--- config.mk ---
export PLATFORM = sky130hd
export DESIGN_NAME = handler_screening_interface
export DESIGN_NICKNAME = d
export VERILOG_FILES = /design/src/rtl/handler_pkg.sv /design/src/rtl/pin_sync_if.sv /design/src/rtl/handler_screening_interface.sv /design/src/rtl/pin_sync.sv
export SDC_FILE = /design/constraint.sdc
export NUM_CORES = 1
export LEC_CHECK = 0
export BUFFER_PORTS_ARGS = -buffer_cell sky130_fd_sc_hd__buf_2
export CAP_MARGIN = 20
export CORE_ASPECT_RATIO = 0.6
export CORE_UTILIZATION = 42
export CTS_CLUSTER_SIZE = 20
export DETAILED_ROUTE_END_ITERATION = 6
export SLEW_MARGIN = 10
export SYNTH_ARGS = -nofsm -noshare
export SYNTH_HDL_FRONTEND = slang
export SYNTH_SLANG_ARGS = --single-unit
export TNS_END_PERCENT = 1
--- constraint.sdc ---
create_clock -name mclk -period 4.63 [get_ports mclk]
set_clock_uncertainty 0.2 [all_clocks]
set_input_delay 0.2315 -clock mclk [delete_from_list [all_inputs] [get_ports mclk]]
set_output_delay 0.2315 -clock mclk [all_outputs]
set_load 0.01 [all_outputs]
--- src/rtl/handler_pkg.sv ---
// handler_pkg: constants, field layout and state codes of the handler block
// assumes a single 25 MHz system clock; all counts derive from that rate
package handler_pkg;

  // clock rate, in the two units used below
  localparam int CLK_KHZ = 25000; // 25 MHz in kHz
  localparam int CLK_MHZ = 25; // 25 MHz in MHz

  // times as printed
  localparam int T_CHG_DLY_MS = 100; // charge to measure delay, typical
  localparam int T_DIS_HOLD_MS = 100; // result hold in discharge, typical
  localparam int T_AD_FAST_US = 12200; // conversion time fast, longest
  localparam int T_AD_MED_US = 62600; // conversion time medium, longest
  localparam int T_AD_SLOW_US = 256000; // conversion time slow, longest
  localparam int T_CYC_FAST_MS = 17; // whole cycle fast, longest
  localparam int T_CYC_MED_MS = 67; // whole cycle medium, longest
  localparam int T_CYC_SLOW_MS = 260; // whole cycle slow, longest
  localparam int T_LEAD_US = 10; // results ahead of end of conversion
  localparam int T_NEXT_US = 10; // next start after end of conversion

  // the same times in clock cycles (all figures divide evenly)
  localparam int CHG_DLY_CYC = T_CHG_DLY_MS * CLK_KHZ;
  localparam int DIS_HOLD_CYC = T_DIS_HOLD_MS * CLK_KHZ;
  localparam int AD_FAST_CYC = T_AD_FAST_US * CLK_MHZ;
  localparam int AD_MED_CYC = T_AD_MED_US * CLK_MHZ;
  localparam int AD_SLOW_CYC = T_AD_SLOW_US * CLK_MHZ;
  localparam int CYC_FAST_CYC = T_CYC_FAST_MS * CLK_KHZ;
  localparam int CYC_MED_CYC = T_CYC_MED_MS * CLK_KHZ;
  localparam int CYC_SLOW_CYC = T_CYC_SLOW_MS * CLK_KHZ;
  localparam int LEAD_CYC = T_LEAD_US * CLK_MHZ;
  localparam int NEXT_CYC = T_NEXT_US * CLK_MHZ;

  // widths
  localparam int TMR_W = 24; // timer width, holds the slow cycle
  localparam int CNT_W = 16; // measurement counter width
  localparam int ADR_W = 4; // wishbone byte address width
  localparam int DAT_W = 32; // wishbone data width

  // register byte addresses
  localparam logic [ADR_W-1:0] ADR_CTRL = 4'h0; // rate, trigger mode, commands
  localparam logic [ADR_W-1:0] ADR_STATUS = 4'h4; // state and outputs
  localparam logic [ADR_W-1:0] ADR_COUNT = 4'h8; // finished measurements

  // control fields
  localparam int CTRL_RATE_LSB = 0; // two bits
  localparam int CTRL_TRIG_LSB = 2; // two bits
  localparam int CTRL_SWCHG_BIT = 4; // write 1: charge request
  localparam int CTRL_SWDIS_BIT = 5; // write 1: discharge request
  localparam int CTRL_SWTRIG_BIT = 6; // write 1: manual trigger

  // status fields
  localparam int STAT_STATE_LSB = 0; // three bits
  localparam int STAT_VOLT_BIT = 3; // test voltage on
  localparam int STAT_EOC_BIT = 4; // end of conversion active
  localparam int STAT_PASS_BIT = 5; // pass verdict active
  localparam int STAT_FAIL_BIT = 6; // fail verdict active
  localparam int STAT_CONT_BIT = 7; // contact fail active

  typedef enum logic [1:0] {
    RATE_FAST = 2'b00,
    RATE_MED = 2'b01,
    RATE_SLOW = 2'b10
  } rate_t;

  typedef enum logic [1:0] {
    TRIG_INT = 2'b00,
    TRIG_MAN = 2'b01,
    TRIG_EXT = 2'b10
  } trig_t;

  typedef enum logic [2:0] {
    ST_DISCHARGE = 3'b000,
    ST_CHARGE = 3'b001,
    ST_READY = 3'b010,
    ST_MEASURE = 3'b011,
    ST_JUDGE = 3'b100,
    ST_DONE = 3'b101
  } state_t;

  // values after reset
  localparam logic [1:0] RATE_RST = 2'h0; // fast
  localparam logic [1:0] TRIG_RST = 2'h2; // external

endpackage

--- src/rtl/pin_sync_if.sv ---
// pin_sync_if: one handler input pin, raw and filtered
// assumes the filter and its user share mclk
`timescale 1ns/100ps
interface pin_sync_if;
  logic raw; // pin level as it arrives
  logic level; // filtered level
  logic rise; // one-cycle pulse on a filtered rising edge
  modport filt (input raw, output level, output rise);
  modport user (output raw, input level, input rise);
endinterface

--- src/rtl/handler_screening_interface.sv ---
// handler_screening_interface: charge/discharge, trigger and result timing
// for the handler port, with a wishbone classic register slave.
// assumes measPass and contactGood come from logic on mclk and are valid
// at the end of the conversion time; handler pins are asynchronous.
`timescale 1ns/100ps
module handler_screening_interface #(
  parameter int unsigned CHG_DLY_CYC = handler_pkg::CHG_DLY_CYC, // charge settle
  parameter int unsigned DIS_HOLD_CYC = handler_pkg::DIS_HOLD_CYC, // discharge hold
  parameter int unsigned AD_FAST_CYC = handler_pkg::AD_FAST_CYC, // conversion fast
  parameter int unsigned AD_MED_CYC = handler_pkg::AD_MED_CYC, // conversion medium
  parameter int unsigned AD_SLOW_CYC = handler_pkg::AD_SLOW_CYC // conversion slow
) (
  input wire logic mclk, // system clock, 25 MHz
  input wire logic sys_rst, // synchronous reset, high
  input wire logic wb_cyc_i, // wishbone cycle
  input wire logic wb_stb_i, // wishbone strobe
  input wire logic wb_we_i, // wishbone write
  input wire logic [handler_pkg::ADR_W-1:0] wb_adr_i, // byte address
  input wire logic [3:0] wb_sel_i, // byte enables
  input wire logic [handler_pkg::DAT_W-1:0] wb_dat_i, // write data
  output logic [handler_pkg::DAT_W-1:0] wb_dat_o, // read data
  output logic wb_ack_o, // wishbone acknowledge
  input wire logic discharge_cmd_n, // handler discharge pin, low
  input wire logic charge_test_cmd_n, // handler charge pin, low
  input wire logic ext_trigger_in, // trigger pin, high range
  input wire logic ext_trigger_in_low_voltage, // trigger pin, low range
  input wire logic measPass, // comparator verdict, high = pass
  input wire logic contactGood, // contact check, high = good
  output logic contact_fail_n, // contact fail, low
  output logic no_voltage_n, // no test voltage, low
  output logic screen_pass_n, // pass verdict, low
  output logic screen_fail_n, // fail verdict, low
  output logic conversion_done_n, // end of conversion, low
  output logic testVoltageEn, // test voltage source on
  output logic prechargeEn // precharge source on
);
  import handler_pkg::*;

  // refuse counts the timer cannot hold
  if (CHG_DLY_CYC < 1 || CHG_DLY_CYC >= 2 ** TMR_W || DIS_HOLD_CYC < 1 ||
      DIS_HOLD_CYC >= 2 ** TMR_W || AD_FAST_CYC < 1 || AD_FAST_CYC >= 2 ** TMR_W ||
      AD_MED_CYC < 1 || AD_MED_CYC >= 2 ** TMR_W || AD_SLOW_CYC < 1 ||
      AD_SLOW_CYC >= 2 ** TMR_W) begin
    $error("handler timing count out of timer range");
  end

  // pin filters
  pin_sync_if dischargeIf(); // discharge pin
  pin_sync_if chgIf(); // charge pin
  pin_sync_if trigIf(); // either trigger pin

  assign dischargeIf.raw = discharge_cmd_n;
  assign chgIf.raw = charge_test_cmd_n;
  // both trigger inputs feed one coupler path, so merge before the filter
  assign trigIf.raw = ext_trigger_in | ext_trigger_in_low_voltage;

  pin_sync #(.IDLE(1'b1)) dischargeSync (.mclk(mclk), .sys_rst(sys_rst), .sig(dischargeIf));
  pin_sync #(.IDLE(1'b1)) chgSync (.mclk(mclk), .sys_rst(sys_rst), .sig(chgIf));
  pin_sync #(.IDLE(1'b0)) trigSync (.mclk(mclk), .sys_rst(sys_rst), .sig(trigIf));

  // ---------------- register slave ----------------
  logic ackQ_q, ackQ_d; // acknowledge
  logic [DAT_W-1:0] rdat_q, rdat_d; // registered read data
  logic [1:0] rate_q, rate_d; // measurement rate
  logic [1:0] trig_q, trig_d; // trigger mode
  logic busReq; // live request
  logic ctrlWr; // control write taking effect
  logic swChg, swDis, swTrig; // command pulses from software

  // state of the measurement sequencer, declared here for status reads
  state_t state_q, state_d; // sequencer state
  logic [TMR_W-1:0] tmr_q, tmr_d; // down counter
  logic passN_q, passN_d; // pass output
  logic failN_q, failN_d; // fail output
  logic contN_q, contN_d; // contact fail output
  logic eocN_q, eocN_d; // end of conversion output
  logic voltOn_q, voltOn_d; // sources on
  logic [CNT_W-1:0] measCnt_q, measCnt_d; // finished measurements

  // ack one cycle after the request, dropped the cycle after
  always_comb begin
    busReq = wb_cyc_i & wb_stb_i;
    ackQ_d = busReq & ~ackQ_q;
    // writes act on the edge where the master sees ack
    ctrlWr = busReq & ackQ_q & wb_we_i & wb_sel_i[0] & (wb_adr_i[3:2] == ADR_CTRL[3:2]);
    rate_d = ctrlWr ? wb_dat_i[CTRL_RATE_LSB +: 2] : rate_q;
    trig_d = ctrlWr ? wb_dat_i[CTRL_TRIG_LSB +: 2] : trig_q;
    swChg = ctrlWr & wb_dat_i[CTRL_SWCHG_BIT];
    swDis = ctrlWr & wb_dat_i[CTRL_SWDIS_BIT];
    swTrig = ctrlWr & wb_dat_i[CTRL_SWTRIG_BIT];
    rdat_d = rdat_q;
    // read data captured as ack rises; unmapped words read zero
    if (busReq && !ackQ_q) begin
      rdat_d = '0;
      case (wb_adr_i[3:2])
        ADR_CTRL[3:2]: begin
          rdat_d[CTRL_RATE_LSB +: 2] = rate_q;
          rdat_d[CTRL_TRIG_LSB +: 2] = trig_q;
        end
        ADR_STATUS[3:2]: begin
          rdat_d[STAT_STATE_LSB +: 3] = state_q;
          rdat_d[STAT_VOLT_BIT] = voltOn_q;
          rdat_d[STAT_EOC_BIT] = ~eocN_q;
          rdat_d[STAT_PASS_BIT] = ~passN_q;
          rdat_d[STAT_FAIL_BIT] = ~failN_q;
          rdat_d[STAT_CONT_BIT] = ~contN_q;
        end
        ADR_COUNT[3:2]: begin
          rdat_d[CNT_W-1:0] = measCnt_q;
        end
        default: begin
          rdat_d = '0;
        end
      endcase
    end
  end

  // bus registers
  always_ff @(posedge mclk) begin
    if (sys_rst) begin
      ackQ_q <= 1'b0;
      rdat_q <= '0;
      rate_q <= RATE_RST;
      trig_q <= TRIG_RST;
    end else begin
      ackQ_q <= ackQ_d;
      rdat_q <= rdat_d;
      rate_q <= rate_d;
      trig_q <= trig_d;
    end
  end

  assign wb_ack_o = ackQ_q;
  assign wb_dat_o = rdat_q;

  // ---------------- measurement sequencer ----------------
  logic dischargeReq, chgReq, trigFire, judgeLoad; // decoded requests
  logic [TMR_W-1:0] adLoad; // conversion time for the rate

  // request decode and rate lookup
  always_comb begin
    // pin held low long enough to clear the filter
    dischargeReq = ~dischargeIf.level | swDis;
    // charge pulse is gone before the next discharge ends
    chgReq = ~chgIf.level | swChg;
    case (trig_q)
      TRIG_INT: trigFire = 1'b1;
      TRIG_EXT: trigFire = trigIf.rise;
      default: trigFire = swTrig; // manual; code 3 behaves the same
    endcase
    case (rate_q)
      RATE_FAST: adLoad = TMR_W'(AD_FAST_CYC - 1);
      RATE_MED: adLoad = TMR_W'(AD_MED_CYC - 1);
      default: adLoad = TMR_W'(AD_SLOW_CYC - 1);
    endcase
    judgeLoad = (state_q == ST_MEASURE) && (tmr_q == '0) && !dischargeReq;
  end

  // timers load count-1 so each state lasts exactly the count
  always_comb begin
    state_d = state_q;
    tmr_d = (tmr_q != '0) ? tmr_q - TMR_W'(1) : tmr_q;
    passN_d = passN_q;
    failN_d = failN_q;
    contN_d = contN_q;
    eocN_d = eocN_q;
    voltOn_d = voltOn_q;
    measCnt_d = measCnt_q;
    if (dischargeReq && state_q != ST_DISCHARGE) begin
      // discharge wins from every test state; sources off at once
      state_d = ST_DISCHARGE;
      tmr_d = TMR_W'(DIS_HOLD_CYC - 1);
      voltOn_d = 1'b0;
    end else begin
      case (state_q)
        ST_DISCHARGE: begin
          if (chgReq && !dischargeReq) begin
            state_d = ST_CHARGE;
            tmr_d = TMR_W'(CHG_DLY_CYC - 1);
            voltOn_d = 1'b1;
          end else if (tmr_q == '0) begin
            // hold time over: results released to inactive
            passN_d = 1'b1;
            failN_d = 1'b1;
            contN_d = 1'b1;
            eocN_d = 1'b1;
          end
        end
        ST_CHARGE: begin
          if (tmr_q == '0) begin
            state_d = ST_READY;
          end
        end
        ST_READY: begin
          if (trigFire) begin
            state_d = ST_MEASURE;
            tmr_d = adLoad;
            eocN_d = 1'b1;
          end
        end
        ST_MEASURE: begin
          if (tmr_q == '0) begin
            // old results held until this point
            state_d = ST_JUDGE;
            tmr_d = TMR_W'(LEAD_CYC - 1);
            passN_d = ~(measPass & contactGood);
            failN_d = measPass & contactGood;
            contN_d = contactGood;
          end
        end
        ST_JUDGE: begin
          if (tmr_q == '0) begin
            state_d = ST_DONE;
            tmr_d = TMR_W'(NEXT_CYC - 1);
            eocN_d = 1'b0;
            measCnt_d = measCnt_q + CNT_W'(1);
          end
        end
        ST_DONE: begin
          // triggers during the restart gap are dropped
          if (tmr_q == '0) begin
            state_d = ST_READY;
          end
        end
        default: begin
          state_d = ST_DISCHARGE;
          voltOn_d = 1'b0;
        end
      endcase
    end
  end

  // sequencer registers; power up in discharge with sources off
  always_ff @(posedge mclk) begin
    if (sys_rst) begin
      state_q <= ST_DISCHARGE;
      tmr_q <= '0;
      passN_q <= 1'b1;
      failN_q <= 1'b1;
      contN_q <= 1'b1;
      eocN_q <= 1'b1;
      voltOn_q <= 1'b0;
      measCnt_q <= '0;
    end else begin
      state_q <= state_d;
      tmr_q <= tmr_d;
      passN_q <= passN_d;
      failN_q <= failN_d;
      contN_q <= contN_d;
      eocN_q <= eocN_d;
      voltOn_q <= voltOn_d;
      measCnt_q <= measCnt_d;
    end
  end

  // pin outputs, all straight from flip-flops
  assign screen_pass_n = passN_q;
  assign screen_fail_n = failN_q;
  assign contact_fail_n = contN_q;
  assign conversion_done_n = eocN_q;
  assign no_voltage_n = voltOn_q;
  assign testVoltageEn = voltOn_q;
  assign prechargeEn = voltOn_q;

  // ---------------- checks ----------------
  logic [TMR_W-1:0] chgCnt_q, chgCnt_d; // cycles spent charging
  logic [TMR_W-1:0] cycCnt_q, cycCnt_d; // cycles since measurement start
  logic [TMR_W-1:0] judgeCnt_q, judgeCnt_d; // cycles verdict shown before eoc
  logic [TMR_W-1:0] maxCyc; // whole-cycle bound for the rate

  // helper counters read only by the checks
  always_comb begin
    chgCnt_d = (state_q == ST_CHARGE) ? chgCnt_q + TMR_W'(1) : '0;
    cycCnt_d = (state_q == ST_MEASURE || state_q == ST_JUDGE) ? cycCnt_q + TMR_W'(1) : '0;
    judgeCnt_d = (state_q == ST_JUDGE) ? judgeCnt_q + TMR_W'(1) : '0;
    case (rate_q)
      RATE_FAST: maxCyc = TMR_W'(CYC_FAST_CYC);
      RATE_MED: maxCyc = TMR_W'(CYC_MED_CYC);
      default: maxCyc = TMR_W'(CYC_SLOW_CYC);
    endcase
  end

  always_ff @(posedge mclk) begin
    if (sys_rst) begin
      chgCnt_q <= '0;
      cycCnt_q <= '0;
      judgeCnt_q <= '0;
    end else begin
      chgCnt_q <= chgCnt_d;
      cycCnt_q <= cycCnt_d;
      judgeCnt_q <= judgeCnt_d;
    end
  end
endmodule

--- src/rtl/pin_sync.sv ---
// pin_sync: three-stage synchroniser with agreement filter for one pin
// assumes the pin is asynchronous to mclk; IDLE is the pin's resting level
`timescale 1ns/100ps
module pin_sync #(
  parameter bit IDLE = 1'b1 // level assumed during reset
) (
  input wire logic mclk, // system clock
  input wire logic sys_rst, // synchronous reset, high
  pin_sync_if.filt sig // raw in, filtered out
);

  logic s1_q, s2_q, s3_q, lvl_q; // stages and accepted level
  logic s1_d, s2_d, s3_d, lvl_d; // next values

  // accept a change only once stages two and three agree
  always_comb begin
    s1_d = sig.raw;
    s2_d = s1_q;
    s3_d = s2_q;
    lvl_d = (s2_q == s3_q) ? s2_q : lvl_q;
  end

  // stage registers
  always_ff @(posedge mclk) begin
    if (sys_rst) begin
      s1_q <= IDLE;
      s2_q <= IDLE;
      s3_q <= IDLE;
      lvl_q <= IDLE;
    end else begin
      s1_q <= s1_d;
      s2_q <= s2_d;
      s3_q <= s3_d;
      lvl_q <= lvl_d;
    end
  end

  // rise fires in the cycle the new level is accepted
  assign sig.level = lvl_q;
  assign sig.rise = (s2_q == s3_q) && s2_q && !lvl_q;

endmodule

==> results of run 1 <==
[routing by layer]
metal / share of wire, % / up-vias
li1: - / 1824
met1: 52 / 1739
met2: 38 / 174
met3: 9.1 / 13
met4: 1.1 / 0
met5: 0 / -
[power by group]
group	total [mW]	switching, mW	internal (mW)
clock	0.737	0.265	0.472
sequential	0.858	0.0851	0.773
combinational	0.790	0.491	0.299
[sequential cells by signal, summed over array words and instances, names as in the netlist, 2 cells and up]
register and cells:
trig_q 2, rate_q 2, measCnt_q 16, state_q 3, wb_dat_o 16, tmr_q 24
[cells in the mapped netlist, types with 5 or more instances]
master	number
sky130_fd_sc_hd__a21oi_1	45
sky130_fd_sc_hd__a31oi_1	5
sky130_fd_sc_hd__buf_4	18
sky130_fd_sc_hd__clkbuf_1	16
sky130_fd_sc_hd__dfxtp_1	81
sky130_fd_sc_hd__ha_1	8
sky130_fd_sc_hd__inv_1	11
sky130_fd_sc_hd__mux2i_1	6
sky130_fd_sc_hd__nand2_1	45
sky130_fd_sc_hd__nand2b_1	5
sky130_fd_sc_hd__nand3_1	19
sky130_fd_sc_hd__nand4_1	11
sky130_fd_sc_hd__nor2_1	54
sky130_fd_sc_hd__nor3_1	24
sky130_fd_sc_hd__nor4_1	11
sky130_fd_sc_hd__o21ai_0	23
sky130_fd_sc_hd__or2_2	9
sky130_fd_sc_hd__xnor2_1	19
sky130_fd_sc_hd__xor2_1	11
[per-stage QoR]
stage          instances  power (mW)  setup slack [ns]
6_report             670        2.38              1.27
2_1_floorplan        508        1.47              1.59
5_1_grt              670        2.52              1.05
4_1_cts              670        2.38              1.29
3_3_place_gp         646        1.60              1.40
3_5_place_dp         647        1.63              1.31
[worst max-delay path by stage]
stage                        start             endpoint
6_report       tmr_q[0]$_SDFF_PP0_  tmr_q[0]$_SDFF_PP0_
5_1_grt        tmr_q[0]$_SDFF_PP0_  tmr_q[0]$_SDFF_PP0_
4_1_cts        tmr_q[0]$_SDFF_PP0_  tmr_q[0]$_SDFF_PP0_
3_5_place_dp   tmr_q[0]$_SDFF_PP0_  tmr_q[0]$_SDFF_PP0_
3_3_place_gp   tmr_q[0]$_SDFF_PP0_  tmr_q[0]$_SDFF_PP0_
2_1_floorplan  tmr_q[0]$_SDFF_PP0_  tmr_q[0]$_SDFF_PP0_
[area by class of cell]
| type | instances | area (um^2) | area share [%] |
|---|---|---|---|
| multi-input combinational | 378 | 2230 | 47.5 |
| clock buffer | 13 | 280 | 5.97 |
| tap | 130 | 163 | 3.46 |
| sequential | 81 | 1620 | 34.5 |
| inverter | 12 | 45.0 | 0.959 |
| clock inverter | 2 | 35.0 | 0.746 |
| timing repair buffer | 54 | 319 | 6.79 |
[cell families after synthesis]
kind of cell / count (synthesis) / synth area share, %
flops: 81 / 39.8
fa+ha+maj: 8 / 2.46
buf+inv: 49 / 6.79
mux: 7 / 1.75
other cells: 1 / 0.0920
xor+xnor: 30 / 6.45
compound gates: 109 / 16.5
simple gates: 208 / 26.1
[what timing repair did]
action                                 4_1_cts  5_1_grt
endpoints found under the hold margin        7        0
resized for setup                            0        0
hold buffers                                 8        0
buffers inserted                             0        0
[worst max-delay path, stage by stage (launching register included)]
cell and delay, ns:
sky130_fd_sc_hd__dfxtp_1 0.33, sky130_fd_sc_hd__inv_1 0.06, sky130_fd_sc_hd__ha_1 0.17, sky130_fd_sc_hd__or3b_2 0.54, sky130_fd_sc_hd__or4_4 0.53, sky130_fd_sc_hd__nor2_2 0.38, sky130_fd_sc_hd__inv_2 0.15, sky130_fd_sc_hd__ha_1 0.34
sky130_fd_sc_hd__o21ai_0 0.08, sky130_fd_sc_hd__a221o_1 0.35, sky130_fd_sc_hd__a21oi_1 0.15
==> results_tabular.tex, run 1 <==
\begin{tabular}{lr}
\hline
Metric & Value \\
\hline
\multicolumn{2}{l}{\textbf{Outcome}} \\
Outcome & complete, no violations \\
\multicolumn{2}{l}{\textbf{Setup path}} \\
Setup CP Type & register to register \\
Crit start category & register \\
Setup slack on the worst flop-to-flop path & 1.27 ns \\
Crit path arrival time & 3.43 ns \\
Element type at the critical path end & register \\
Reg-to-reg endpoint & tmr\_q[0]\$\_SDFF\_PP0\_ \\
Startpoint of the worst register-to-register path & tmr\_q[0]\$\_SDFF\_PP0\_ \\
CP Max Fanout & 9 \\
Worst Path Required & 4.69 ns \\
Register-to-Register Path Depth & 10 \\
\multicolumn{2}{l}{\textbf{Routing}} \\
Number of vias in the routed layout & 3,750 \\
Number of DRC markers after the initial detailed-route iteration & 390 \\
Total detailed-routing wirelength & 10.9 mm \\
DRC violations left & 0 \\
Routed via count divided by cell count & 5.60 \\
Post-route antenna net violation count & 0 \\
Pre-antenna DRT Iters & 6 \\
Avg WL per Cell & 16.2 um \\
\multicolumn{2}{l}{\textbf{Synth}} \\
Number of enable-type register cells in the synthesized netlist & 0 \\
Share of synthesized area occupied by flip-flops and latches & 39.8\% \\
Mapped cell area & 4070 um\^{}2 \\
Share of synthesized registers carrying an async set or reset & 0\% \\
Mean Syn Cell Area & 8.26 um\^{}2 \\
Top area cells in the synthesized netlist & sky130\_fd\_sc\_hd\_\_dfxtp\_1 40\%, sky130\_fd\_sc\_hd\_\_a21oi\_1 5.5\%, sky130\_fd\_sc\_hd\_\_nor2\_1 5.0\% \\
Fraction of synthesized cell area taken by the top area cell type & 39.8\% \\
Cell variety after synth & 61 \\
Top FF cell, synth & sky130\_fd\_sc\_hd\_\_dfxtp\_1 \\
Instance count of the mapped netlist & 493 \\
Syn. warnings & 0 \\
Leading area contributor after synthesis & sky130\_fd\_sc\_hd\_\_dfxtp\_1 \\
Number of flip-flops and latches in the synthesized netlist & 81 \\
\multicolumn{2}{l}{\textbf{STA}} \\
Final setup fails & 0 \\
Post-Route Hold Slack & 0.0184 ns \\
Measured slew at the worst slew-check pin & 0.802 ns \\
Achievable Freq & 297 MHz \\
Number of hold-slack violations in the final timing report & 0 \\
TNS Setup & 0 ns \\
RSZ-0062 raised after global routing & false \\
Final max-slew violation count & 0 \\
Final critical delay including setup and external delays & 3.36 ns \\
Max transition margin & 46.3\% \\
Final clock period utilization by the worst path & 72.7\% \\
\multicolumn{2}{l}{\textbf{Global routing}} \\
First-pass GRT wire length & 17.4 mm \\
Met2 demand-to-capacity share in global routing & 27.6\% \\
Antenna violations before repair & 0 \\
Met3 GRT Util & 7.57\% \\
Largest net degree at the start of global routing & 39 \\
All-Layer GR Usage & 22.8\% \\
Met1 usage & 36.2\% \\
Overflow left after global routing & 0 \\
Number of global-route vias before repair & 3,257 \\
Routing layer with the top usage in global route & met1 \\
\multicolumn{2}{l}{\textbf{CTS}} \\
Cts bufs inserted & 9 \\
Clock latency of the later-clocked register in the worst-skew pair & 0.34 ns \\
Total clock sinks & 81 \\
Clock root buffer & sky130\_fd\_sc\_hd\_\_clkbuf\_16 \\
CTS tree & built \\
Clock buffer depth & 2 \\
H-tree depth & 3 \\
CTS clk-pin slew, worst paths & 0.06 ns \\
\multicolumn{2}{l}{\textbf{Die}} \\
CORE AREA & 9290 um\^{}2 \\
Die outline width & 129 um \\
Row count & 27 \\
Full die area & 10,100 um\^{}2 \\
I/O pin cnt & 91 \\
Die Y-Extent & 78.3 um \\
Initial cell density of the core & 43.9\% \\
\multicolumn{2}{l}{\textbf{Placed design}} \\
Post-placement cell area & 4300 um\^{}2 \\
\# port buffers & 44 \\
HPWL after detailed placement & 8.13 mm \\
GP Congestion & 1.03 \\
\multicolumn{2}{l}{\textbf{Cells and area}} \\
Antenna cell count & 0 \\
Final instance area & 4700 um\^{}2 \\
Layout cell share with drive strength beyond 1 & 15.9\% \\
NumNets Final & 595 \\
Signed area change from the synthesized netlist to the final layout & 15.3\% \\
Most common cell after layout, fill and taps aside & sky130\_fd\_sc\_hd\_\_dfxtp\_1 \\
Post-layout util & 50.5\% \\
Most used cells in the layout excluding fill and tap cells & 81 x sky130\_fd\_sc\_hd\_\_dfxtp\_1, 54 x sky130\_fd\_sc\_hd\_\_nor2\_1, 45 x sky130\_fd\_sc\_hd\_\_nand2\_1, 45 x sky130\_fd\_sc\_hd\_\_a21oi\_1, 44 x sky130\_fd\_sc\_hd\_\_buf\_2 \\
Number of filler instances in the final layout & 905 \\
\multicolumn{2}{l}{\textbf{Hold path}} \\
Endpoint of the worst hold-timing path & contact\_fail\_n\$\_SDFFE\_PP1P\_ \\
Hold path startpoint & contactGood \\
Worst hold path stage count & 3 \\
Classification of the worst-slack hold path & input port to register \\
\multicolumn{2}{l}{\textbf{Power}} \\
Maximum ir drop on the vdd rail & 0.327 mV \\
Power per cell area & 508 nW/um\^{}2 \\
Leakage power figure & 1.80 nW \\
\multicolumn{2}{l}{\textbf{Run}} \\
Maximum capacitance violations & 0 \\
\hline
\end{tabular}
Note: power is estimated with default switching activity, not from simulation.
==> run 2: changes to the inputs <==
==> constraint.sdc (replaced) <==
create_clock -name mclk -period 3.4 [get_ports mclk]
set_clock_uncertainty 0.2 [all_clocks]
set_input_delay 0.17 -clock mclk [delete_from_list [all_inputs] [get_ports mclk]]
set_output_delay 0.17 -clock mclk [all_outputs]
set_load 0.01 [all_outputs]
==> run 2 against run 1 <==
Against the previous run:
- global-route usage rose by 0.27 points
- utilization fell by 0.081 points
- worst hold slack improved by 0.087 ns
- critical path depth did not move
- die area did not move
- critical endpoint unchanged
- count of clock-buffer cells in the layout fell by 2
- sequential share of layout area rose by 0.055 points
- routed wire length rose by 0.18%
==> results_tabular.tex, run 2 (synthesis results as in run 1) <==
\begin{tabular}{lr}
\hline
Metric & Value \\
\hline
\multicolumn{2}{l}{\textbf{Outcome}} \\
Outcome & complete, no violations (unchanged) \\
\multicolumn{2}{l}{\textbf{CTS}} \\
H-tree depth & 3 (unchanged) \\
Clock root buffer & sky130\_fd\_sc\_hd\_\_clkbuf\_16 (unchanged) \\
Clock latency of the later-clocked register in the worst-skew pair & 0.34 ns (about the same) \\
Cts bufs inserted & 9 (unchanged) \\
Clock buffer depth & 2 (unchanged) \\
CTS clk-pin slew, worst paths & 0.06 ns (about the same) \\
Total clock sinks & 81 (unchanged) \\
CTS tree & built (unchanged) \\
\multicolumn{2}{l}{\textbf{Die}} \\
Die Y-Extent & 78.3 um (unchanged) \\
Die outline width & 129 um (unchanged) \\
Initial cell density of the core & 43.9\% (unchanged) \\
Row count & 27 (unchanged) \\
I/O pin cnt & 91 (unchanged) \\
CORE AREA & 9290 um\^{}2 (unchanged) \\
Full die area & 10,100 um\^{}2 (unchanged) \\
\multicolumn{2}{l}{\textbf{Cells and area}} \\
Number of flip-flops under the largest register name & 24 (unchanged) \\
Biggest register & tmr\_q (unchanged) \\
NumNets Final & 600 (was 595) \\
Antenna cell count & 0 (unchanged) \\
Post-layout util & 50.5\% (about the same) \\
Signed area change from the synthesized netlist to the final layout & 15.1\% (was 15.3\%) \\
Finished Layout Cells & 676 (was 670) \\
Most used cells in the layout excluding fill and tap cells & 81 x sky130\_fd\_sc\_hd\_\_dfxtp\_1, 54 x sky130\_fd\_sc\_hd\_\_nor2\_1, 45 x sky130\_fd\_sc\_hd\_\_nand2\_1, 45 x sky130\_fd\_sc\_hd\_\_a21oi\_1, 44 x sky130\_fd\_sc\_hd\_\_buf\_2 (unchanged) \\
Layout cell share with drive strength beyond 1 & 16.1\% (was 15.9\%) \\
Final instance area & 4690 um\^{}2 (was 4700 um\^{}2) \\
Most common cell after layout, fill and taps aside & sky130\_fd\_sc\_hd\_\_dfxtp\_1 (unchanged) \\
\multicolumn{2}{l}{\textbf{STA}} \\
Final setup fails & 0 (unchanged) \\
Achievable Freq & 321 MHz (was 297 MHz) \\
Final clock period utilization by the worst path & 91.5\% (was 72.7\%) \\
RSZ-0062 raised after global routing & false (unchanged) \\
Max transition margin & 40.6\% (was 46.3\%) \\
Number of hold-slack violations in the final timing report & 0 (unchanged) \\
Final critical delay including setup and external delays & 3.11 ns (was 3.36 ns) \\
Final max-slew violation count & 0 (unchanged) \\
Measured slew at the worst slew-check pin & 0.882 ns (was 0.802 ns) \\
Post-route setup slack & 0.288 ns (was 1.27 ns) \\
TNS Setup & 0 ns (unchanged) \\
Post-Route Hold Slack & 0.106 ns (was 0.0184 ns) \\
\multicolumn{2}{l}{\textbf{Placed design}} \\
GP Congestion & 0.976 (was 1.03) \\
\# port buffers & 44 (unchanged) \\
Placed insts & 650 (was 647) \\
Post-placement cell area & 4320 um\^{}2 (was 4300 um\^{}2) \\
HPWL after detailed placement & 8.27 mm (was 8.13 mm) \\
Post-placement setup slack & 0.320 ns (was 1.31 ns) \\
\multicolumn{2}{l}{\textbf{Setup path}} \\
Worst Path Required & 3.47 ns (was 4.69 ns) \\
Crit start category & register (unchanged) \\
Element type at the critical path end & register (unchanged) \\
Register-to-Register Path Depth & 10 (unchanged) \\
Setup slack on the worst flop-to-flop path & 0.29 ns (was 1.27 ns) \\
Slowest stage delay, CP & 0.55 ns (was 0.54 ns) \\
Cell with the biggest individual delay on the critical path & sky130\_fd\_sc\_hd\_\_or3b\_2 (unchanged) \\
CP cell instances & inv\_1 -> ha\_1 -> or3b\_2 -> or4\_4 -> nor2\_2 -> inv\_2 -> ha\_1 -> o21ai\_0 -> a221o\_1 -> a21oi\_1 (unchanged) \\
Reg-to-reg endpoint & tmr\_q[0]\$\_SDFF\_PP0\_ (unchanged) \\
Most numerous cell on the critical path & sky130\_fd\_sc\_hd\_\_ha\_1 (unchanged) \\
Startpoint of the worst register-to-register path & tmr\_q[0]\$\_SDFF\_PP0\_ (unchanged) \\
Crit path arrival time & 3.18 ns (was 3.43 ns) \\
CP Max Fanout & 8 (was 9) \\
Setup CP Type & register to register (unchanged) \\
\multicolumn{2}{l}{\textbf{Global routing}} \\
Overflow left after global routing & 0 (unchanged) \\
Antenna violations before repair & 0 (unchanged) \\
Largest net degree at the start of global routing & 43 (was 39) \\
First-pass GRT wire length & 17.4 mm (about the same) \\
All-Layer GR Usage & 23.1\% (was 22.8\%) \\
Number of global-route vias before repair & 3,249 (was 3,257) \\
\multicolumn{2}{l}{\textbf{Power}} \\
Share of total power in combinational logic & 34.7\% (was 33.1\%) \\
Total power consumption of the routed design & 3.13 mW (was 2.38 mW) \\
Switching power & 1.16 mW (was 0.841 mW) \\
Seq pwr share & 37.4\% (was 36.0\%) \\
Leakage power figure & 1.80 nW (about the same) \\
Share of total power in the clock network & 27.9\% (was 30.9\%) \\
Power per cell area & 667 nW/um\^{}2 (was 508 nW/um\^{}2) \\
Share of total power consumed by net switching & 37.0\% (was 35.3\%) \\
Maximum ir drop on the vdd rail & 0.361 mV (was 0.327 mV) \\
Internal power contribution & 1.97 mW (was 1.54 mW) \\
\multicolumn{2}{l}{\textbf{Hold path}} \\
Endpoint of the worst hold-timing path & wb\_dat\_o[1]\$\_SDFFE\_PP0P\_ (was contact\_fail\_n\$\_SDFFE\_PP1P\_) \\
Hold path startpoint & sys\_rst (was contactGood) \\
Classification of the worst-slack hold path & input port to register (unchanged) \\
Worst hold path stage count & 2 (was 3) \\
\multicolumn{2}{l}{\textbf{Routing}} \\
Total detailed-routing wirelength & 10.9 mm (about the same) \\
Number of vias in the routed layout & 3,709 (was 3,750) \\
Pre-antenna DRT Iters & 5 (was 6) \\
DRC violations left & 0 (unchanged) \\
Number of DRC markers after the initial detailed-route iteration & 266 (was 390) \\
Avg WL per Cell & 16.1 um (was 16.2 um) \\
Post-route antenna net violation count & 0 (unchanged) \\
Routed via count divided by cell count & 5.49 (was 5.60) \\
\multicolumn{2}{l}{\textbf{Run}} \\
Maximum capacitance violations & 0 (unchanged) \\
\hline
\end{tabular}
## run 2: worst max path at each step
stage                         from             endpoint  slack [ns]  cells past startpoint
3_3_place_gp   tmr_q[0]$_SDFF_PP0_  tmr_q[0]$_SDFF_PP0_        0.41                     10
2_1_floorplan  tmr_q[0]$_SDFF_PP0_  tmr_q[0]$_SDFF_PP0_        0.36                     11
3_5_place_dp   tmr_q[0]$_SDFF_PP0_  tmr_q[0]$_SDFF_PP0_        0.32                     10
6_report       tmr_q[0]$_SDFF_PP0_  tmr_q[0]$_SDFF_PP0_        0.29                     10
5_1_grt        tmr_q[0]$_SDFF_PP0_  tmr_q[0]$_SDFF_PP0_        0.13                     10
4_1_cts        tmr_q[0]$_SDFF_PP0_  tmr_q[0]$_SDFF_PP0_        0.30                     10
## run 2: layout make-up
cell class,instances,area [um^2]
clock buffers,11,233
clock inverters,5,32.5
fillers,914,4600
inverters,12,45.0
multi-input cells,378,2230
flip-flops and latches,81,1620
well taps,130,163
repair buffers,59,362
## run 2: power groups by stage
stage | sequential (mW) | combinational [mW] | clock [mW]
4_1_cts | 1.16 | 1.07 | 0.891
2_1_floorplan | 1.16 | 0.845 | 0
3_5_place_dp | 1.18 | 1.05 | 0
3_3_place_gp | 1.18 | 1.04 | 0
5_1_grt | 1.18 | 1.19 | 0.934
6_report | 1.17 | 1.08 | 0.873
## run 2: per-layer routing
metal  track usage [%]  part of all wire [%]  up-vias
li1                  -                     -     1837
met1              37.3                    55     1715
met2              29.0                    36      145
met3              6.00                   8.0       12
met4              5.29                  0.79        0
met5                 0                     0        -
## run 2: timing repair
item | 4_1_cts | 5_1_grt
buffers inserted | 0 | 0
resized for setup | 0 | 0
hold buffers | 10 | 0
hold endpoints to repair | 10 | 0
setup endpoints to repair | 0 | 0
## run 2: critical path, delay by kind of cell, from the launching register on
family,cells,cell delay [ns]
simple gates,3,1.23
buf+inv,2,0.17
compound gates,3,0.59
fa+ha+maj,2,0.51
flops,1,0.34
==> run 3: changes to the inputs <==
--- a/config.mk
+++ b/config.mk
@@ -11,6 +11,7 @@
 export CORE_UTILIZATION = 42
 export CTS_CLUSTER_SIZE = 20
 export DETAILED_ROUTE_END_ITERATION = 6
+export PLACE_DENSITY = 0.67
 export SLEW_MARGIN = 10
 export SYNTH_ARGS = -nofsm -noshare
 export SYNTH_HDL_FRONTEND = slang
==> constraint.sdc (replaced) <==
create_clock -name mclk -period 2.8 [get_ports mclk]
set_clock_uncertainty 0.2 [all_clocks]
set_input_delay 0.14 -clock mclk [delete_from_list [all_inputs] [get_ports mclk]]
set_output_delay 0.14 -clock mclk [all_outputs]
set_load 0.01 [all_outputs]
==> run 3 against run 2 <==
Against the previous run:
- total power is 39% higher
- critical path depth is 1 lower
- non-clock buffer count is 20 higher
- global-route usage is 0.45 points lower
- first-iteration DRC count is 32% higher
- fmax is 15% higher
- cell count is 2.8% higher
- combinational power is 56% higher
- routed wire length is 1.6% higher
- clock power is 41% higher
- die area stayed put
- final area is 4.8% higher
- critical path type unchanged
- highest routed layer unchanged
==> results_tabular.tex, run 3 (synthesis results as in run 1) <==
\begin{tabular}{lr}
\hline
Metric & Value \\
\hline
\multicolumn{2}{l}{\textbf{Power}} \\
Internal power contribution & 2.81 mW (was 1.97 mW) \\
Leakage power figure & 1.92 nW (was 1.80 nW) \\
Seq pwr share & 32.6\% (was 37.4\%) \\
Share of total power consumed by net switching & 35.2\% (was 37.0\%) \\
Share of total power in combinational logic & 38.9\% (was 34.7\%) \\
Share of total power in the clock network & 28.4\% (was 27.9\%) \\
Power per cell area & 884 nW/um\^{}2 (was 667 nW/um\^{}2) \\
Total power consumption of the routed design & 4.34 mW (was 3.13 mW) \\
Switching power & 1.53 mW (was 1.16 mW) \\
Maximum ir drop on the vdd rail & 0.416 mV (was 0.361 mV) \\
\multicolumn{2}{l}{\textbf{STA}} \\
Number of hold-slack violations in the final timing report & 0 (unchanged) \\
Post-Route Hold Slack & 0.0827 ns (was 0.106 ns) \\
RSZ-0062 raised after global routing & false (unchanged) \\
TNS Setup & 0 ns (unchanged) \\
Final critical delay including setup and external delays & 2.72 ns (was 3.11 ns) \\
Measured slew at the worst slew-check pin & 0.995 ns (was 0.882 ns) \\
Max transition margin & 32.9\% (was 40.6\%) \\
Achievable Freq & 368 MHz (was 321 MHz) \\
Final clock period utilization by the worst path & 97.0\% (was 91.5\%) \\
Final max-slew violation count & 0 (unchanged) \\
Final setup fails & 0 (unchanged) \\
Post-route setup slack & 0.0831 ns (was 0.288 ns) \\
\multicolumn{2}{l}{\textbf{Placed design}} \\
Post-placement setup slack & 0.115 ns (was 0.320 ns) \\
Post-placement cell area & 4500 um\^{}2 (was 4320 um\^{}2) \\
HPWL after detailed placement & 8.26 mm (was 8.27 mm) \\
\# port buffers & 44 (unchanged) \\
GP Congestion & 0.932 (was 0.976) \\
\multicolumn{2}{l}{\textbf{Die}} \\
I/O pin cnt & 91 (unchanged) \\
Initial cell density of the core & 43.9\% (unchanged) \\
CORE AREA & 9290 um\^{}2 (unchanged) \\
Full die area & 10,100 um\^{}2 (unchanged) \\
Die outline width & 129 um (unchanged) \\
Row count & 27 (unchanged) \\
Die Y-Extent & 78.3 um (unchanged) \\
\multicolumn{2}{l}{\textbf{Setup path}} \\
Reg-to-reg endpoint & tmr\_q[5]\$\_SDFF\_PP0\_ (was tmr\_q[0]\$\_SDFF\_PP0\_) \\
Crit path arrival time & 2.81 ns (was 3.18 ns) \\
Critical Path Source & tmr\_q[1]\$\_SDFF\_PP0\_ (was tmr\_q[0]\$\_SDFF\_PP0\_) \\
Worst Path Required & 2.89 ns (was 3.47 ns) \\
Startpoint of the worst register-to-register path & tmr\_q[1]\$\_SDFF\_PP0\_ (was tmr\_q[0]\$\_SDFF\_PP0\_) \\
Setup CP Type & register to register (unchanged) \\
CP Max Fanout & 4 (was 8) \\
Crit start category & register (unchanged) \\
Endpoint of the most critical setup path & tmr\_q[5]\$\_SDFF\_PP0\_ (was tmr\_q[0]\$\_SDFF\_PP0\_) \\
Element type at the critical path end & register (unchanged) \\
Setup slack on the worst flop-to-flop path & 0.08 ns (was 0.29 ns) \\
Register-to-Register Path Depth & 9 (was 10) \\
\multicolumn{2}{l}{\textbf{Cells and area}} \\
Number of flip-flops under the largest register name & 24 (unchanged) \\
Signed area change from the synthesized netlist to the final layout & 20.6\% (was 15.1\%) \\
Most used cells in the layout excluding fill and tap cells & 79 x sky130\_fd\_sc\_hd\_\_dfxtp\_1, 54 x sky130\_fd\_sc\_hd\_\_nor2\_1, 45 x sky130\_fd\_sc\_hd\_\_nand2\_1, 45 x sky130\_fd\_sc\_hd\_\_a21oi\_1, 44 x sky130\_fd\_sc\_hd\_\_buf\_2 (was 81 x sky130\_fd\_sc\_hd\_\_dfxtp\_1, 54 x sky130\_fd\_sc\_hd\_\_nor2\_1, 45 x sky130\_fd\_sc\_hd\_\_nand2\_1, 45 x sky130\_fd\_sc\_hd\_\_a21oi\_1, 44 x sky130\_fd\_sc\_hd\_\_buf\_2) \\
Layout cell share with drive strength beyond 1 & 20.4\% (was 16.1\%) \\
Biggest register & tmr\_q (unchanged) \\
Most common cell after layout, fill and taps aside & sky130\_fd\_sc\_hd\_\_dfxtp\_1 (unchanged) \\
Final instance area & 4910 um\^{}2 (was 4690 um\^{}2) \\
Antenna cell count & 0 (unchanged) \\
NumNets Final & 620 (was 600) \\
\multicolumn{2}{l}{\textbf{Routing}} \\
Pre-antenna DRT Iters & 7 (was 5) \\
Number of DRC markers after the initial detailed-route iteration & 352 (was 266) \\
DRC violations left & 0 (unchanged) \\
Number of vias in the routed layout & 3,826 (was 3,709) \\
Post-route antenna net violation count & 0 (unchanged) \\
Routed via count divided by cell count & 5.51 (was 5.49) \\
Avg WL per Cell & 15.9 um (was 16.1 um) \\
Total detailed-routing wirelength & 11.1 mm (was 10.9 mm) \\
\multicolumn{2}{l}{\textbf{Global routing}} \\
Overflow left after global routing & 0 (unchanged) \\
All-Layer GR Usage & 22.6\% (was 23.1\%) \\
Largest net degree at the start of global routing & 40 (was 43) \\
Number of global-route vias before repair & 3,373 (was 3,249) \\
First-pass GRT wire length & 17.3 mm (was 17.4 mm) \\
Antenna violations before repair & 0 (unchanged) \\
\multicolumn{2}{l}{\textbf{Hold path}} \\
Classification of the worst-slack hold path & input port to register (unchanged) \\
\multicolumn{2}{l}{\textbf{CTS}} \\
Total clock sinks & 81 (unchanged) \\
Cts bufs inserted & 9 (unchanged) \\
Clock latency of the later-clocked register in the worst-skew pair & 0.34 ns (about the same) \\
Clock root buffer & sky130\_fd\_sc\_hd\_\_clkbuf\_16 (unchanged) \\
CTS clk-pin slew, worst paths & 0.06 ns (about the same) \\
CTS tree & built (unchanged) \\
Clock buffer depth & 2 (unchanged) \\
H-tree depth & 3 (unchanged) \\
\multicolumn{2}{l}{\textbf{Run}} \\
Maximum capacitance violations & 0 (unchanged) \\
\multicolumn{2}{l}{\textbf{Outcome}} \\
Outcome & complete, no violations (unchanged) \\
\hline
\end{tabular}
run 3: layer usage:
| layer | routed length (um) | vias up | GRT usage [%] | share of wire [%] |
|---|---|---|---|---|
| met1 | 5860 | 1820 | 34.8 | 53 |
| met2 | 4350 | 141 | 30.8 | 39 |
| li1 | - | 1858 | - | - |
| met3 | 776 | 7 | 5.52 | 7.0 |
| met5 | 0 | - | 0 | 0 |
| met4 | 78 | 0 | 5.65 | 0.70 |
run 3: final cells by class:
| class | count | area [um^2] |
|---|---|---|
| timing repair buffer | 79 | 508 |
| clock buffer | 9 | 225 |
| multi-input combinational | 378 | 2260 |
| fill | 882 | 4380 |
| sequential | 81 | 1620 |
| tap | 130 | 163 |
| inverter | 12 | 45.0 |
| clock inverter | 6 | 83.8 |
run 3: power groups by stage:
stage,clock network (mW),logic [mW],registers [mW]
after detailed placement,0,1.63,1.44
after CTS,1.25,1.66,1.41
after floorplan,0,1.08,1.41
after global placement,0,1.60,1.42
final,1.23,1.69,1.42
after global routing,1.30,1.82,1.43
run 3: worst min-delay path by stage:
stage / from / endpoint / cells past startpoint
finish: sys_rst / wb_dat_o[2]$_SDFFE_PP0P_ / 2
floorplan: charge_test_cmd_n / chgSync.s1_q$_SDFF_PP1_ / 1
CTS: sys_rst / wb_ack_o$_SDFF_PP0_ / 2
global placement: charge_test_cmd_n / chgSync.s1_q$_SDFF_PP1_ / 2
global route: wb_dat_i[5] / no_voltage_n$_SDFFE_PP0P_ / 3
detailed placement: discharge_cmd_n / dischargeSync.s1_q$_SDFF_PP1_ / 2
run 3: metrics by stage:
step	util, %	cells
global placement	48.5	670
CTS	52.9	695
global route	52.9	695
finish	52.9	695
floorplan	-	508
detailed placement	48.5	670
run 3: worst max-delay path, cell delays in order (launching register included):
cell and delay (ns):
sky130_fd_sc_hd__dfxtp_2 0.34, sky130_fd_sc_hd__inv_2 0.07, sky130_fd_sc_hd__ha_4 0.13, sky130_fd_sc_hd__or3b_4 0.37
sky130_fd_sc_hd__or4_4 0.58, sky130_fd_sc_hd__o21ai_0 0.26, sky130_fd_sc_hd__nor3_1 0.10, sky130_fd_sc_hd__xnor2_1 0.15
sky130_fd_sc_hd__a311oi_1 0.32, sky130_fd_sc_hd__buf_4 0.16
run 3: what timing repair did:
| item | in CTS | in global routing |
|---|---|---|
| hold buffers | 10 | 0 |
| endpoints found under the setup margin | 0 | 1 |
| gates resized for setup | 0 | 1 |
| buffers inserted | 0 | 0 |
| endpoints found under the hold margin | 10 | 0 |
